### config.mk
export PLATFORM = sky130hd
export DESIGN_NAME = ptf_regs
export DESIGN_NICKNAME = d
export VERILOG_FILES = /design/src/verilog/ptf_pkg.sv /design/src/verilog/ptf_regs.sv
export SDC_FILE = /design/constraint.sdc
export NUM_CORES = 1
export LEC_CHECK = 0
export BUFFER_PORTS_ARGS = -buffer_cell sky130_fd_sc_hd__buf_2
export CORE_MARGIN = 3
export CORE_UTILIZATION = 50
export CTS_CLUSTER_DIAMETER = 120
export CTS_CLUSTER_SIZE = 14
export DETAILED_ROUTE_END_ITERATION = 12
export GPL_TIMING_DRIVEN = 0
export PLACE_DENSITY = 0.82
export SLEW_MARGIN = 20
export SYNTH_ARGS = -nofsm -noshare
export SYNTH_HDL_FRONTEND = slang
export SYNTH_SLANG_ARGS = --single-unit
### constraint.sdc
create_clock -name clk_i -period 4.8 [get_ports clk_i]
set_clock_uncertainty 0.1 [all_clocks]
set_input_delay 0.48 -clock clk_i [delete_from_list [all_inputs] [get_ports clk_i]]
set_output_delay 0.48 -clock clk_i [all_outputs]
set_load 0.01 [all_outputs]
### src/verilog/ptf_pkg.sv
// Purpose: Shared constants and carriers for the pattern 3 parameter and status register bank
// Assumes: 8-bit register port with 8-bit addresses, driven by the serial bus front end
// Notes:   Ramp duration codes decode to milliseconds
`default_nettype none
// ============================================================================
// Package
package ptf_pkg;

  localparam int unsigned DATA_W   = 8;
  localparam int unsigned ADDR_W   = 8;
  localparam int unsigned NIB_W    = 4;
  localparam int unsigned N_RAMP   = 4;
  localparam int unsigned N_ENG    = 4;
  localparam int unsigned DUR_W    = 13;

  // ==========================================================================
  // Register offsets
  localparam logic [7:0] ADDR_POINT3 = 8'h3C;
  localparam logic [7:0] ADDR_POINT4 = 8'h3D;
  localparam logic [7:0] ADDR_RAMP_A = 8'h3E;
  localparam logic [7:0] ADDR_RAMP_B = 8'h3F;
  localparam logic [7:0] ADDR_FLAGS  = 8'h40;

  localparam logic [7:0] LEVEL_RESET = 8'h00;
  localparam logic [3:0] RAMP_RESET  = 4'h0;
  localparam logic [7:0] READ_NONE   = 8'h00;

  // ==========================================================================
  // Ramp duration code
  localparam logic [3:0]       CODE_LIN_MAX = 4'hA;
  localparam logic [3:0]       CODE_1S      = 4'hB;
  localparam logic [3:0]       CODE_2S      = 4'hC;
  localparam logic [3:0]       CODE_4S      = 4'hD;
  localparam logic [3:0]       CODE_6S      = 4'hE;
  localparam logic [3:0]       CODE_8S      = 4'hF;
  localparam logic [DUR_W-1:0] STEP_MS      = 13'h0032;
  localparam logic [DUR_W-1:0] MS_1S        = 13'h03E8;
  localparam logic [DUR_W-1:0] MS_2S        = 13'h07D0;
  localparam logic [DUR_W-1:0] MS_4S        = 13'h0FA0;
  localparam logic [DUR_W-1:0] MS_6S        = 13'h1770;
  localparam logic [DUR_W-1:0] MS_8S        = 13'h1F40;

  // ==========================================================================
  // Carriers
  typedef struct packed {
    logic [7:0]              point3;
    logic [7:0]              point4;
    logic [N_RAMP-1:0][3:0]  ramp;
  } ptf_cfg_t;

  localparam ptf_cfg_t CFG_RESET = '{point3: LEVEL_RESET, point4: LEVEL_RESET,
                                     ramp: {N_RAMP{RAMP_RESET}}};

  typedef logic [N_RAMP-1:0][DUR_W-1:0] ptf_dur_t;

  typedef struct packed {
    logic [N_ENG-1:0] out_busy;
    logic [N_ENG-1:0] eng_run;
  } ptf_engine_t;

  // Bit layout of the status register, bit 7 down to bit 0
  typedef struct packed {
    logic             rsvd;
    logic [N_ENG-1:0] out_busy;
    logic             eng_busy;
    logic             thermal_shutdown_flag;
    logic             por;
  } ptf_flags_t;

  localparam ptf_flags_t FLAGS_RESET = '0;

endpackage : ptf_pkg

`default_nettype wire

### src/verilog/ptf_regs.sv
// Purpose: Pattern 3 level points, ramp times and the device status register
// Assumes: Register port strobes are one-cycle pulses on clk_i
// Notes:   Thermal and power-on inputs are asynchronous and are resynchronised
`timescale 1ns/1ps
`default_nettype none

module ptf_regs (
  // Clock and reset
  input  wire logic                        clk_i,
  input  wire logic                        rst_n_i,
  // Register port
  input  wire logic                        reg_wr_i,
  input  wire logic                        reg_rd_i,
  input  wire logic [ptf_pkg::ADDR_W-1:0]  reg_addr_i,
  input  wire logic [ptf_pkg::DATA_W-1:0]  reg_wdata_i,
  output logic      [ptf_pkg::DATA_W-1:0]  reg_rdata_o,
  output logic                             reg_rvalid_o,
  // Engine sequencer, stop command and analog status
  input  wire ptf_pkg::ptf_engine_t        engine_i,
  input  wire logic                        stop_cmd_i,
  input  wire logic                        thermal_shutdown_i,
  input  wire logic                        power_on_reset_i,
  // Stored pattern fields, decoded durations and status flags
  output ptf_pkg::ptf_cfg_t                cfg_o,
  output ptf_pkg::ptf_dur_t                dur_o,
  output ptf_pkg::ptf_flags_t              flags_o
);

  // ==========================================================================
  // Duration decode
  function automatic logic [ptf_pkg::DUR_W-1:0] dur_ms(input logic [3:0] code);
    logic [ptf_pkg::DUR_W-1:0] ms;
    ms = '0;
    if (code <= ptf_pkg::CODE_LIN_MAX) begin
      ms = ptf_pkg::DUR_W'(code * ptf_pkg::STEP_MS);
    end else begin
      case (code)
        ptf_pkg::CODE_1S: ms = ptf_pkg::MS_1S;
        ptf_pkg::CODE_2S: ms = ptf_pkg::MS_2S;
        // Lost codes kept in line with the common encoding
        ptf_pkg::CODE_4S: ms = ptf_pkg::MS_4S;
        ptf_pkg::CODE_6S: ms = ptf_pkg::MS_6S;
        ptf_pkg::CODE_8S: ms = ptf_pkg::MS_8S;
        default:          ms = '0;
      endcase
    end
    return ms;
  endfunction : dur_ms

  // ==========================================================================
  // Configuration registers
  ptf_pkg::ptf_cfg_t cfg_r;
  ptf_pkg::ptf_cfg_t cfg_nxt;

  always_comb begin
    cfg_nxt = cfg_r;
    if (reg_wr_i) begin
      case (reg_addr_i)
        ptf_pkg::ADDR_POINT3: cfg_nxt.point3 = reg_wdata_i;
        ptf_pkg::ADDR_POINT4: cfg_nxt.point4 = reg_wdata_i;
        ptf_pkg::ADDR_RAMP_A: begin
          cfg_nxt.ramp[0] = reg_wdata_i[ptf_pkg::NIB_W-1:0];
          cfg_nxt.ramp[1] = reg_wdata_i[ptf_pkg::DATA_W-1:ptf_pkg::NIB_W];
        end
        ptf_pkg::ADDR_RAMP_B: begin
          cfg_nxt.ramp[2] = reg_wdata_i[ptf_pkg::NIB_W-1:0];
          cfg_nxt.ramp[3] = reg_wdata_i[ptf_pkg::DATA_W-1:ptf_pkg::NIB_W];
        end
        // Status and unmapped writes fall through untouched
        default: cfg_nxt = cfg_r;
      endcase
    end
  end

  always_ff @(posedge clk_i) begin
    if (!rst_n_i) begin
      cfg_r <= ptf_pkg::CFG_RESET;
    end else begin
      cfg_r <= cfg_nxt;
    end
  end

  assign cfg_o = cfg_r;

  // ==========================================================================
  // Decoded durations, one cycle behind the stored codes
  ptf_pkg::ptf_dur_t dur_r;
  ptf_pkg::ptf_dur_t dur_nxt;

  always_comb begin
    dur_nxt = dur_r;
    for (int i = 0; i < ptf_pkg::N_RAMP; i++) begin
      dur_nxt[i] = dur_ms(cfg_r.ramp[i]);
    end
  end

  always_ff @(posedge clk_i) begin
    if (!rst_n_i) begin
      dur_r <= '0;
    end else begin
      dur_r <= dur_nxt;
    end
  end

  assign dur_o = dur_r;

  // ==========================================================================
  // Asynchronous status synchronisers
  // A change is accepted only when stages two and three agree, so a
  // glitch shorter than a clock never reaches the status register.
  logic [2:0] tsd_sync_r;
  logic [2:0] tsd_sync_nxt;
  logic [2:0] por_sync_r;
  logic [2:0] por_sync_nxt;

  always_comb begin
    tsd_sync_nxt = {tsd_sync_r[1:0], thermal_shutdown_i};
    por_sync_nxt = {por_sync_r[1:0], power_on_reset_i};
  end

  always_ff @(posedge clk_i) begin
    if (!rst_n_i) begin
      tsd_sync_r <= '0;
      por_sync_r <= '0;
    end else begin
      tsd_sync_r <= tsd_sync_nxt;
      por_sync_r <= por_sync_nxt;
    end
  end

  // ==========================================================================
  // Status register
  ptf_pkg::ptf_flags_t flags_r;
  ptf_pkg::ptf_flags_t flags_nxt;
  logic                stopping_r;
  logic                stopping_nxt;

  always_comb begin
    flags_nxt = flags_r;
    // Busy is held low after a stop until every engine has gone idle,
    // so a sequencer that lags a cycle cannot set it again.
    stopping_nxt = (stopping_r | stop_cmd_i) & (|engine_i.eng_run);
    flags_nxt.rsvd     = 1'h0;
    flags_nxt.out_busy = engine_i.out_busy;
    flags_nxt.eng_busy = (|engine_i.eng_run) & ~stopping_r & ~stop_cmd_i;
    if (tsd_sync_r[1] == tsd_sync_r[2]) begin
      flags_nxt.thermal_shutdown_flag = tsd_sync_r[2];
    end
    if (por_sync_r[1] == por_sync_r[2]) begin
      flags_nxt.por = por_sync_r[2];
    end
  end

  always_ff @(posedge clk_i) begin
    if (!rst_n_i) begin
      flags_r    <= ptf_pkg::FLAGS_RESET;
      stopping_r <= 1'h0;
    end else begin
      flags_r    <= flags_nxt;
      stopping_r <= stopping_nxt;
    end
  end

  assign flags_o = flags_r;

  // ==========================================================================
  // Read path
  logic [ptf_pkg::DATA_W-1:0] rdata_r;
  logic [ptf_pkg::DATA_W-1:0] rdata_nxt;
  logic                       rvalid_r;
  logic                       rvalid_nxt;

  always_comb begin
    rdata_nxt  = rdata_r;
    rvalid_nxt = reg_rd_i;
    if (reg_rd_i) begin
      case (reg_addr_i)
        ptf_pkg::ADDR_POINT3: rdata_nxt = cfg_r.point3;
        ptf_pkg::ADDR_POINT4: rdata_nxt = cfg_r.point4;
        ptf_pkg::ADDR_RAMP_A: rdata_nxt = {cfg_r.ramp[1], cfg_r.ramp[0]};
        ptf_pkg::ADDR_RAMP_B: rdata_nxt = {cfg_r.ramp[3], cfg_r.ramp[2]};
        // Reading has no side effect on any flag
        ptf_pkg::ADDR_FLAGS:  rdata_nxt = flags_r;
        default:              rdata_nxt = ptf_pkg::READ_NONE;
      endcase
    end
  end

  always_ff @(posedge clk_i) begin
    if (!rst_n_i) begin
      rdata_r  <= ptf_pkg::READ_NONE;
      rvalid_r <= 1'h0;
    end else begin
      rdata_r  <= rdata_nxt;
      rvalid_r <= rvalid_nxt;
    end
  end

  assign reg_rdata_o  = rdata_r;
  assign reg_rvalid_o = rvalid_r;
endmodule : ptf_regs

`default_nettype wire
==> flow_metrics.py, run 1 <==
metrics = {
    "setup_path": {
        "crit_type": "reg -> reg",
        "worstPathMaxFanout": 8,
        "end_kind": "flip-flop",
        "r2r_start": "cfg_o[5]",
        "rrSetupSlack_ns": 2.54,
        "cp_data_required_time_ns": 5.00,
        "worstPathArrival_ns": 2.46,
        "timing.rr.end": "dur_o[22]",
        "r2r_cells": 9,
        "critPathLaunchType": "flip-flop",
    },
    "grt": {
        "grt_util_all_layers": 0.2209,
        "grt_max_degree": 19,
        "grt_use_met1": 0.2689,
        "use_met3": 0.04877,
        "use_met2": 0.3768,
        "grt_pass1_vias": 4186,
        "grt_overflow": 0,
        "grt_pass1_wl_microns": 20020,
        "grt_antenna_before_repair": 0,
        "top_usage_layer": "met2",
    },
    "cts": {
        "clockBufferDepth": 2,
        "path_clk_slew_ns": 0.10,
        "insertion_delay_ns": 0.36,
        "cts_resized": 0,
        "cts-root-buf": "clkbuf_8",
        "cts_buffers": 9,
        "cts_tree": "built",
        "cts_setup_buffers": 0,
        "ctsHoldBuffers": 0,
        "cts_max_level": 3,
        "clock-sinks": 103,
    },
    "die": {
        "boundaryPins": 132,
        "start_util": 0.5177,
        "die_w_microns": 106.8,
        "fp.dieH_microns": 106.8,
        "die-area_sq_um": 11410,
        "core_sq_um": 9819,
        "num_rows": 36,
    },
    "power": {
        "vdd_drop_max_uv": 135.2,
        "p_leak_nw": 2.929,
        "power_density_nw_per_um2": 248.1,
    },
    "sta": {
        "drv_slew": 0,
        "fmax_ghz": 0.4429,
        "hold_viol_final": 0,
        "setup-violations-final": 0,
        "max_slew_margin": 0.6081,
        "rsz0062_at_grt": "false",
        "tns_ns": 0,
        "fin_crit_ns": 2.258,
        "period_share": 0.4704,
        "timing_worst_slew_pin_value_ns": 0.5879,
    },
    "yosys": {
        "yosysUniqueCellTypes": 48,
        "synthCells": 513,
        "async_reset_ff_frac": 0,
        "syn_area_sq_um": 5084,
        "avgSynthCellArea_sq_um": 9.910,
        "synth-warning-count": 0,
        "seq_area_frac_synth": 0.4056,
        "synth-seq-cells": 103,
        "ys.flop_type": "dfxtp_1",
        "synth-edff-count": 0,
    },
    "drt": {
        "drc_errors": 0,
        "drt-total-wl_microns": 12420,
        "ant_nets": 0,
        "drt_iter0_drc": 191,
        "viasPerCell": 5.263,
        "wl_per_cell_microns": 15.72,
        "drtPass1Iterations": 4,
        "via_count": 4158,
    },
    "placement": {
        "place_hpwl_microns": 9603,
        "gp_congestion": 0.9108,
        "port_buffers": 124,
        "placed_cells_incl_taps": 774,
        "dpl_cell_area_sq_um": 5886,
    },
    "hold_path": {
        "hold_start": "stop_cmd_i",
        "hp-class": "in -> reg",
        "worstHoldEndpoint": "flags_o[2]",
        "holdPathStages": 2,
    },
    "finish": {
        "most-common-layout-cells": "buf_2 (129), dfxtp_1 (103), ha_1 (53), nand2_1 (41), inv_1 (41)",
        "syn_to_final_growth_pct": 19.74,
        "layout.cells.non_filler": 790,
        "nNetsFinal": 740,
        "antenna_cells": 0,
        "final_area_sq_um": 6087,
        "final_common_cell": "buf_2",
        "drive_gt1_frac": 0.2618,
    },
    "run_status": {
        "outcome": "finished, final reports clean",
    },
    "flow_run": {
        "maxCapViolations": 0,
    },
}
state kept, by name, summed over array words and instances (netlist names):
name          flops
cfg_o            32
dur_o            48
flags_o           7
por_sync_r        3
reg_rdata_o       8
reg_rvalid_o      1
stopping_r        1
tsd_sync_r        3
critical path: stages, from the launching register on:
cell	delay, ns
dfxtp_1	0.51
inv_1	0.14
ha_1	0.32
ha_1	0.18
inv_1	0.07
fa_1	0.44
inv_1	0.07
a31oi_1	0.08
xor2_1	0.15
o21ai_1	0.13
cell usage after synthesis, types with 14 or more instances:
cell / number / area, sq um
nand2_1: 41 / 153.9
inv_1: 41 / 153.9
dfxtp_1: 103 / 2062
nor2_1: 24 / 90.09
o21ai_0: 16 / 80.08
a31o_1: 14 / 122.6
ha_1: 53 / 663.1
and2_1: 19 / 118.9
mux2i_1: 17 / 170.2
nor2b_1: 20 / 125.1
a21oi_1: 26 / 130.1
area by class of cell:
type                    instances  area (sq um)
plain buffers                  24         177.7
multi-input cells             349          2705
well taps                     133         166.4
flip-flops and latches        103          2062
clock inverters                 7         77.57
inverters                      41         153.9
repair buffers                124         620.6
fillers                       901          3732
clock buffers                   9         123.9
per-stage QoR:
step           total power, mW  hold slack [ns]  worst slack, ns  utilization
2_1_floorplan           0.9360           0.2985            2.796            -
3_3_place_gp            0.9684           0.3043            2.611       0.5994
3_5_place_dp            0.9706           0.3144            2.584       0.5994
4_1_cts                  1.525           0.1641            2.553       0.6199
5_1_grt                  1.566           0.1726            2.403       0.6199
6_report                 1.510           0.1787            2.542       0.6199
worst max path at each step:
stage,from,end,slack (ns)
detailed placement,cfg_o[5],dur_o[22],2.58
floorplan,cfg_o[9],dur_o[35],2.80
CTS,cfg_o[5],dur_o[22],2.55
global route,cfg_o[5],dur_o[22],2.40
global placement,cfg_o[1],dur_o[9],2.61
finish,cfg_o[5],dur_o[22],2.54
power breakdown:
| group | switching, mW | internal, mW | leakage [nW] | total, mW |
|---|---|---|---|---|
| logic | 0.0480 | 0.0360 | 1.99 | 0.0840 |
| clock network | 0.311 | 0.248 | 0.101 | 0.559 |
| registers | 0.00430 | 0.863 | 0.834 | 0.867 |
routing by layer:
| layer | vias up | part of all wire |
|---|---|---|
| met4 | 0 | 0.025 |
| met2 | 128 | 0.49 |
| li1 | 2043 | - |
| met5 | - | 0 |
| met1 | 1962 | 0.42 |
| met3 | 25 | 0.067 |
cell families (layout without fill, tap and decap cells):
| kind of cell | after synthesis | count (layout) | share of synthesized area |
|---|---|---|---|
| simple gates | 136 | 136 | 0.1435 |
| flops | 103 | 103 | 0.4056 |
| buf+inv | 65 | 205 | 0.06522 |
| fa+ha+maj | 57 | 57 | 0.1462 |
| mux | 25 | 25 | 0.06891 |
| compound gates | 114 | 114 | 0.1492 |
| xor+xnor | 12 | 12 | 0.02067 |
| other cells | 1 | 5 | 0.0007377 |
Power figures use the tool's default switching activity.
==> inputs of run 2 (changes only) <==
--- a/config.mk
+++ b/config.mk
@@ -5,6 +5,7 @@
 export SDC_FILE = /design/constraint.sdc
 export NUM_CORES = 1
 export LEC_CHECK = 0
+export ABC_AREA = 1
 export BUFFER_PORTS_ARGS = -buffer_cell sky130_fd_sc_hd__buf_2
 export CORE_MARGIN = 3
 export CORE_UTILIZATION = 50
==> constraint.sdc (replaced) <==
create_clock -name clk_i -period 2.32 [get_ports clk_i]
set_clock_uncertainty 0.1 [all_clocks]
set_input_delay 0.232 -clock clk_i [delete_from_list [all_inputs] [get_ports clk_i]]
set_output_delay 0.232 -clock clk_i [all_outputs]
set_load 0.01 [all_outputs]
==> flow_metrics.py, run 2 <==
metrics = {
    "power": {
        "power_density_nw_per_um2": 491.3,
        "vdd_drop_max_uv": 293.0,
        "p_leak_nw": 3.258,
    },
    "sta": {
        "tns_ns": 0,
        "fmax_ghz": 0.4585,
        "setup-violations-final": 0,
        "drv_slew": 0,
        "timing_worst_slew_pin_value_ns": 0.6892,
        "holdWs_ns": 0.02509,
        "rsz0062_at_grt": "false",
        "hold_viol_final": 0,
        "max_slew_margin": 0.5406,
        "fin_crit_ns": 2.181,
        "period_share": 0.9401,
    },
    "yosys": {
        "ys.flop_type": "dfxtp_1",
        "yosysMostFrequentCell": "nand2_1",
        "synthCells": 648,
        "async_reset_ff_frac": 0,
        "synth-seq-cells": 103,
        "synth-warning-count": 0,
        "synth-edff-count": 0,
        "synth_area_leaders": "dfxtp_1 (40%), ha_1 (13%), nand2_1 (8.0%), inv_1 (7.3%), nand3_1 (5.4%)",
        "yosysTopAreaCell": "dfxtp_1",
        "avgSynthCellArea_sq_um": 7.974,
        "synth_common_cells": "nand2_1 (110), dfxtp_1 (103), inv_1 (101)",
        "yosysUniqueCellTypes": 33,
        "syn_area_sq_um": 5167,
        "synth_top_area_share": 0.3990,
        "seq_area_frac_synth": 0.3990,
    },
    "cts": {
        "clock-sinks": 103,
        "cts_buffers": 9,
        "insertion_delay_ns": 0.38,
        "cts-root-buf": "clkbuf_8",
        "clockBufferDepth": 2,
        "cts_tree": "built",
        "cts_max_level": 3,
        "cts_setup_buffers": 0,
        "path_clk_slew_ns": 0.11,
    },
    "die": {
        "core_sq_um": 9910,
        "die_w_microns": 107.7,
        "start_util": 0.5215,
        "boundaryPins": 132,
        "die-area_sq_um": 11590,
        "num_rows": 36,
        "fp.dieH_microns": 107.7,
    },
    "finish": {
        "syn_to_final_growth_pct": 20.80,
        "nNetsFinal": 883,
        "drive_gt1_frac": 0.2275,
        "antenna_cells": 0,
        "largest_register_ffs": 48,
        "final_common_cell": "buf_2",
        "final_area_sq_um": 6242,
        "most-common-layout-cells": "buf_2 (127), nand2_1 (110), inv_1 (101), dfxtp_1 (97), nand3_1 (56)",
    },
    "drt": {
        "drt-total-wl_microns": 12870,
        "drc_errors": 0,
        "viasPerCell": 5.167,
        "via_count": 4821,
        "drt_iter0_drc": 251,
        "ant_nets": 0,
        "drtPass1Iterations": 5,
        "wl_per_cell_microns": 13.79,
    },
    "setup_path": {
        "r2r_start": "cfg_o[10]",
        "cp-startpoint": "cfg_o[10]",
        "worstPathArrival_ns": 2.35,
        "r2r_cells": 8,
        "timing.rr.end": "dur_o[34]",
        "critPathLaunchType": "flip-flop",
        "crit_type": "reg -> reg",
        "end_kind": "flip-flop",
        "cp_data_required_time_ns": 2.49,
        "rrSetupSlack_ns": 0.14,
        "worstPathMaxFanout": 6,
    },
    "placement": {
        "dpl_cell_area_sq_um": 5974,
        "place_hpwl_microns": 10060,
        "gp_congestion": 0.9302,
        "port_buffers": 125,
    },
    "flow_run": {
        "maxCapViolations": 0,
    },
    "hold_path": {
        "holdPathStages": 3,
        "hold_start": "engine_i[0]",
        "hp-class": "in -> reg",
        "worstHoldEndpoint": "stopping_r",
    },
    "grt": {
        "grt_overflow": 0,
        "grt_util_all_layers": 0.2266,
        "grt_antenna_before_repair": 0,
        "grt_pass1_wl_microns": 20780,
        "grt_pass1_vias": 4518,
        "grt_max_degree": 20,
    },
    "run_status": {
        "outcome": "finished, final reports clean",
    },
}
==> run 2: metal layers <==
metal | track usage | share of wire | up-vias
met4 | 0.1037 | 0.026 | 0
met1 | 0.2703 | 0.40 | 2175
li1 | - | - | 2374
met2 | 0.3894 | 0.49 | 237
met5 | 0 | 0 | -
met3 | 0.04739 | 0.085 | 35
==> run 2: cell type report <==
type                    instances  area (sq um)
fillers                       896          3667
clock buffers                   9         123.9
plain buffers                  21         163.9
flip-flops and latches        103          2074
inverters                     101         379.1
repair buffers                132         695.7
well taps                     133         166.4
clock inverters                 7         61.31
multi-input cells             427          2577
==> run 2: report_power, final <==
| group | total, mW | internal [mW] | switching (mW) |
|---|---|---|---|
| logic | 0.205 | 0.0763 | 0.128 |
| registers | 1.79 | 1.78 | 0.0101 |
| clock network | 1.07 | 0.411 | 0.657 |
==> run 2: worst max-delay path by stage <==
stage                      endpoint  slack, ns  depth (start not counted)
after global routing       dur_o[9]      0.002                          9
after global placement    dur_o[35]       0.11                         10
after CTS                 dur_o[35]       0.02                         10
final                     dur_o[34]       0.14                          8
after detailed placement  dur_o[35]       0.07                         10
after floorplan           dur_o[22]       0.29                         10
==> run 2: timing repair <==
action / 4_1_cts / 5_1_grt
hold endpoints to repair: 8 / 0
resized for setup: 0 / 8
hold buffers: 7 / 0
setup endpoints to repair: 0 / 4
==> run 2: cells by family after synthesis <==
group	Yosys count	synth area share
AO/OA/AOI/OAI	127	0.1315
XOR/XNOR	9	0.01526
adder cells (fa/ha/maj)	57	0.1438
buffers and inverters	122	0.1051
flip-flops	103	0.3990
other	1	0.0007257
AND/OR/NAND/NOR	229	0.2046
==> run 2: critical path, stage by stage, from the launching register on <==
cell and delay [ns]:
dfxtp_1 0.51, inv_1 0.16, ha_1 0.30, inv_1 0.04
ha_1 0.20, ha_1 0.32, or2_2 0.30, nand3_1 0.08
a21oi_1 0.07
==> run 2: through the flow <==
stage,instances,worst slack (ns),util,power [mW]
2_1_floorplan,652,0.2943,-,1.948
3_3_place_gp,910,0.1058,0.6029,2.027
3_5_place_dp,910,0.07335,0.6029,2.031
4_1_cts,933,0.02115,0.6287,3.090
5_1_grt,933,0.001601,0.6299,3.193
6_report,933,0.1390,0.6299,3.067
==> inputs of run 3 (changes only) <==
--- a/config.mk
+++ b/config.mk
@@ -5,15 +5,14 @@
 export SDC_FILE = /design/constraint.sdc
 export NUM_CORES = 1
 export LEC_CHECK = 0
-export ABC_AREA = 1
 export BUFFER_PORTS_ARGS = -buffer_cell sky130_fd_sc_hd__buf_2
 export CORE_MARGIN = 3
-export CORE_UTILIZATION = 50
+export CORE_UTILIZATION = 53
 export CTS_CLUSTER_DIAMETER = 120
 export CTS_CLUSTER_SIZE = 14
 export DETAILED_ROUTE_END_ITERATION = 12
 export GPL_TIMING_DRIVEN = 0
-export PLACE_DENSITY = 0.82
+export PLACE_DENSITY = 0.86
 export SLEW_MARGIN = 20
 export SYNTH_ARGS = -nofsm -noshare
 export SYNTH_HDL_FRONTEND = slang
==> flow_metrics.py, run 3 (same netlist as run 1, synthesis figures left out) <==
metrics = {
    "cts": {
        "cts_max_level": 3,
        "cts_buffers": 9,
        "clock-sinks": 103,
        "cts_setup_buffers": 0,
        "cts-root-buf": "clkbuf_8",
        "path_clk_slew_ns": 0.12,
        "cts_tree": "built",
        "clockBufferDepth": 2,
        "insertion_delay_ns": 0.38,
    },
    "placement": {
        "port_buffers": 124,
        "gp_congestion": 0.9077,
        "place_hpwl_microns": 9410,
        "dpl_cell_area_sq_um": 5881,
    },
    "drt": {
        "via_count": 4280,
        "viasPerCell": 5.397,
        "wl_per_cell_microns": 15.73,
        "drt_iter0_drc": 202,
        "drtPass1Iterations": 5,
        "ant_nets": 0,
        "drt-total-wl_microns": 12480,
        "drc_errors": 0,
    },
    "sta": {
        "tns_ns": 0,
        "hold_viol_final": 0,
        "timing_worst_slew_pin_value_ns": 0.5861,
        "period_share": 0.9587,
        "rsz0062_at_grt": "false",
        "fmax_ghz": 0.4496,
        "setup-violations-final": 0,
        "drv_slew": 0,
        "max_slew_margin": 0.6092,
        "fin_crit_ns": 2.224,
    },
    "die": {
        "die_w_microns": 103.9,
        "num_rows": 35,
        "boundaryPins": 132,
        "start_util": 0.5476,
        "fp.dieH_microns": 103.9,
        "core_sq_um": 9284,
        "die-area_sq_um": 10800,
    },
    "setup_path": {
        "r2r_start": "cfg_o[0]",
        "timing.rr.end": "dur_o[9]",
        "crit_type": "reg -> reg",
        "cp_num_cells": 9,
        "crit_chain": "inv_1, ha_1, ha_1, inv_1, fa_1, inv_1, a21oi_1, xor2_1, o21ai_1",
        "crit_buf_inv": 3,
        "rrSetupSlack_ns": 0.1,
        "crit_top_cell": "inv_1",
        "worstPathMaxFanout": 7,
        "r2r_cells": 9,
        "crit_family": "adder cells",
        "worstPathArrival_ns": 2.40,
        "slowest_delay_ns": 0.53,
        "cp_data_required_time_ns": 2.50,
        "end_kind": "flip-flop",
        "critPathLaunchType": "flip-flop",
        "cp_slowest_cell": "dfxtp_1",
    },
    "grt": {
        "grt_pass1_wl_microns": 20470,
        "grt_antenna_before_repair": 0,
        "grt_overflow": 0,
        "grt_max_degree": 22,
        "grt_util_all_layers": 0.2328,
        "grt_pass1_vias": 4315,
    },
    "hold_path": {
        "worstHoldEndpoint": "stopping_r",
        "hp-class": "in -> reg",
        "hold_start": "engine_i[2]",
        "holdPathStages": 3,
    },
    "power": {
        "power_density_nw_per_um2": 508.2,
        "vdd_drop_max_uv": 348.1,
        "p_leak_nw": 2.964,
    },
    "finish": {
        "largest_register_ffs": 48,
        "final_common_cell": "buf_2",
        "most-common-layout-cells": "buf_2 (129), dfxtp_1 (98), ha_1 (53), nand2_1 (41), inv_1 (41)",
        "nNetsFinal": 747,
        "fillers": 765,
        "syn_to_final_growth_pct": 21.22,
        "final_area_sq_um": 6162,
        "drive_gt1_frac": 0.2666,
        "antenna_cells": 0,
    },
    "run_status": {
        "outcome": "finished, final reports clean",
    },
    "flow_run": {
        "maxCapViolations": 0,
    },
}
[run 3: per-stage QoR]
stage	util	power [mW]	hold WS (ns)	instances	worst slack, ns
floorplan	-	1.937	0.2113	517	0.3159
global placement	0.6334	2.003	0.3057	770	0.1652
detailed placement	0.6334	2.008	0.3105	770	0.09371
CTS	0.6631	3.150	0.007782	793	0.07275
global route	0.6637	3.248	0.01819	793	0.005436
finish	0.6637	3.132	0.01431	793	0.09571
[run 3: worst max path at each step]
stage	start	end	slack, ns
finish	cfg_o[0]	dur_o[9]	0.1
global route	cfg_o[1]	dur_o[9]	0.005
CTS	cfg_o[5]	dur_o[22]	0.07
detailed placement	cfg_o[5]	dur_o[22]	0.09
global placement	cfg_o[5]	dur_o[22]	0.17
floorplan	cfg_o[9]	dur_o[35]	0.32
[run 3: final cells by class]
class,count,area (sq um),share of cell area
clock buffer,9,123.9,0.02010
sequential,103,2068,0.3356
tap,129,161.4,0.02619
timing repair buffer,131,690.7,0.1121
clock inverter,7,81.33,0.01320
multi-input combinational,349,2705,0.4390
inverter,41,153.9,0.02497
buffer,24,177.7,0.02883
[run 3: per-layer routing]
metal | vias up | wire length [microns] | share of wire | GRT usage
met3 | 18 | 993 | 0.080 | 0.06207
met5 | - | 0 | 0 | 0
met1 | 2023 | 5250 | 0.42 | 0.2846
met2 | 180 | 6035 | 0.48 | 0.3937
met4 | 0 | 196 | 0.016 | 0.08737
li1 | 2059 | - | - | -
[run 3: power breakdown]
| part | switching [mW] | internal (mW) | total (mW) |
|---|---|---|---|
| sequential | 0.00897 | 1.79 | 1.79 |
| combinational | 0.100 | 0.0821 | 0.183 |
| clock | 0.719 | 0.435 | 1.15 |
[run 3: what timing repair did]
action	4_1_cts	5_1_grt
endpoints found under the setup margin	0	3
hold endpoints to repair	8	0
resized for setup	0	5
hold buffers	7	0
[run 3: tightest hold or removal path, cell delays in order]
cell,delay [ns]
buf_2,0.08
o41ai_1,0.07
nor2_1,0.09
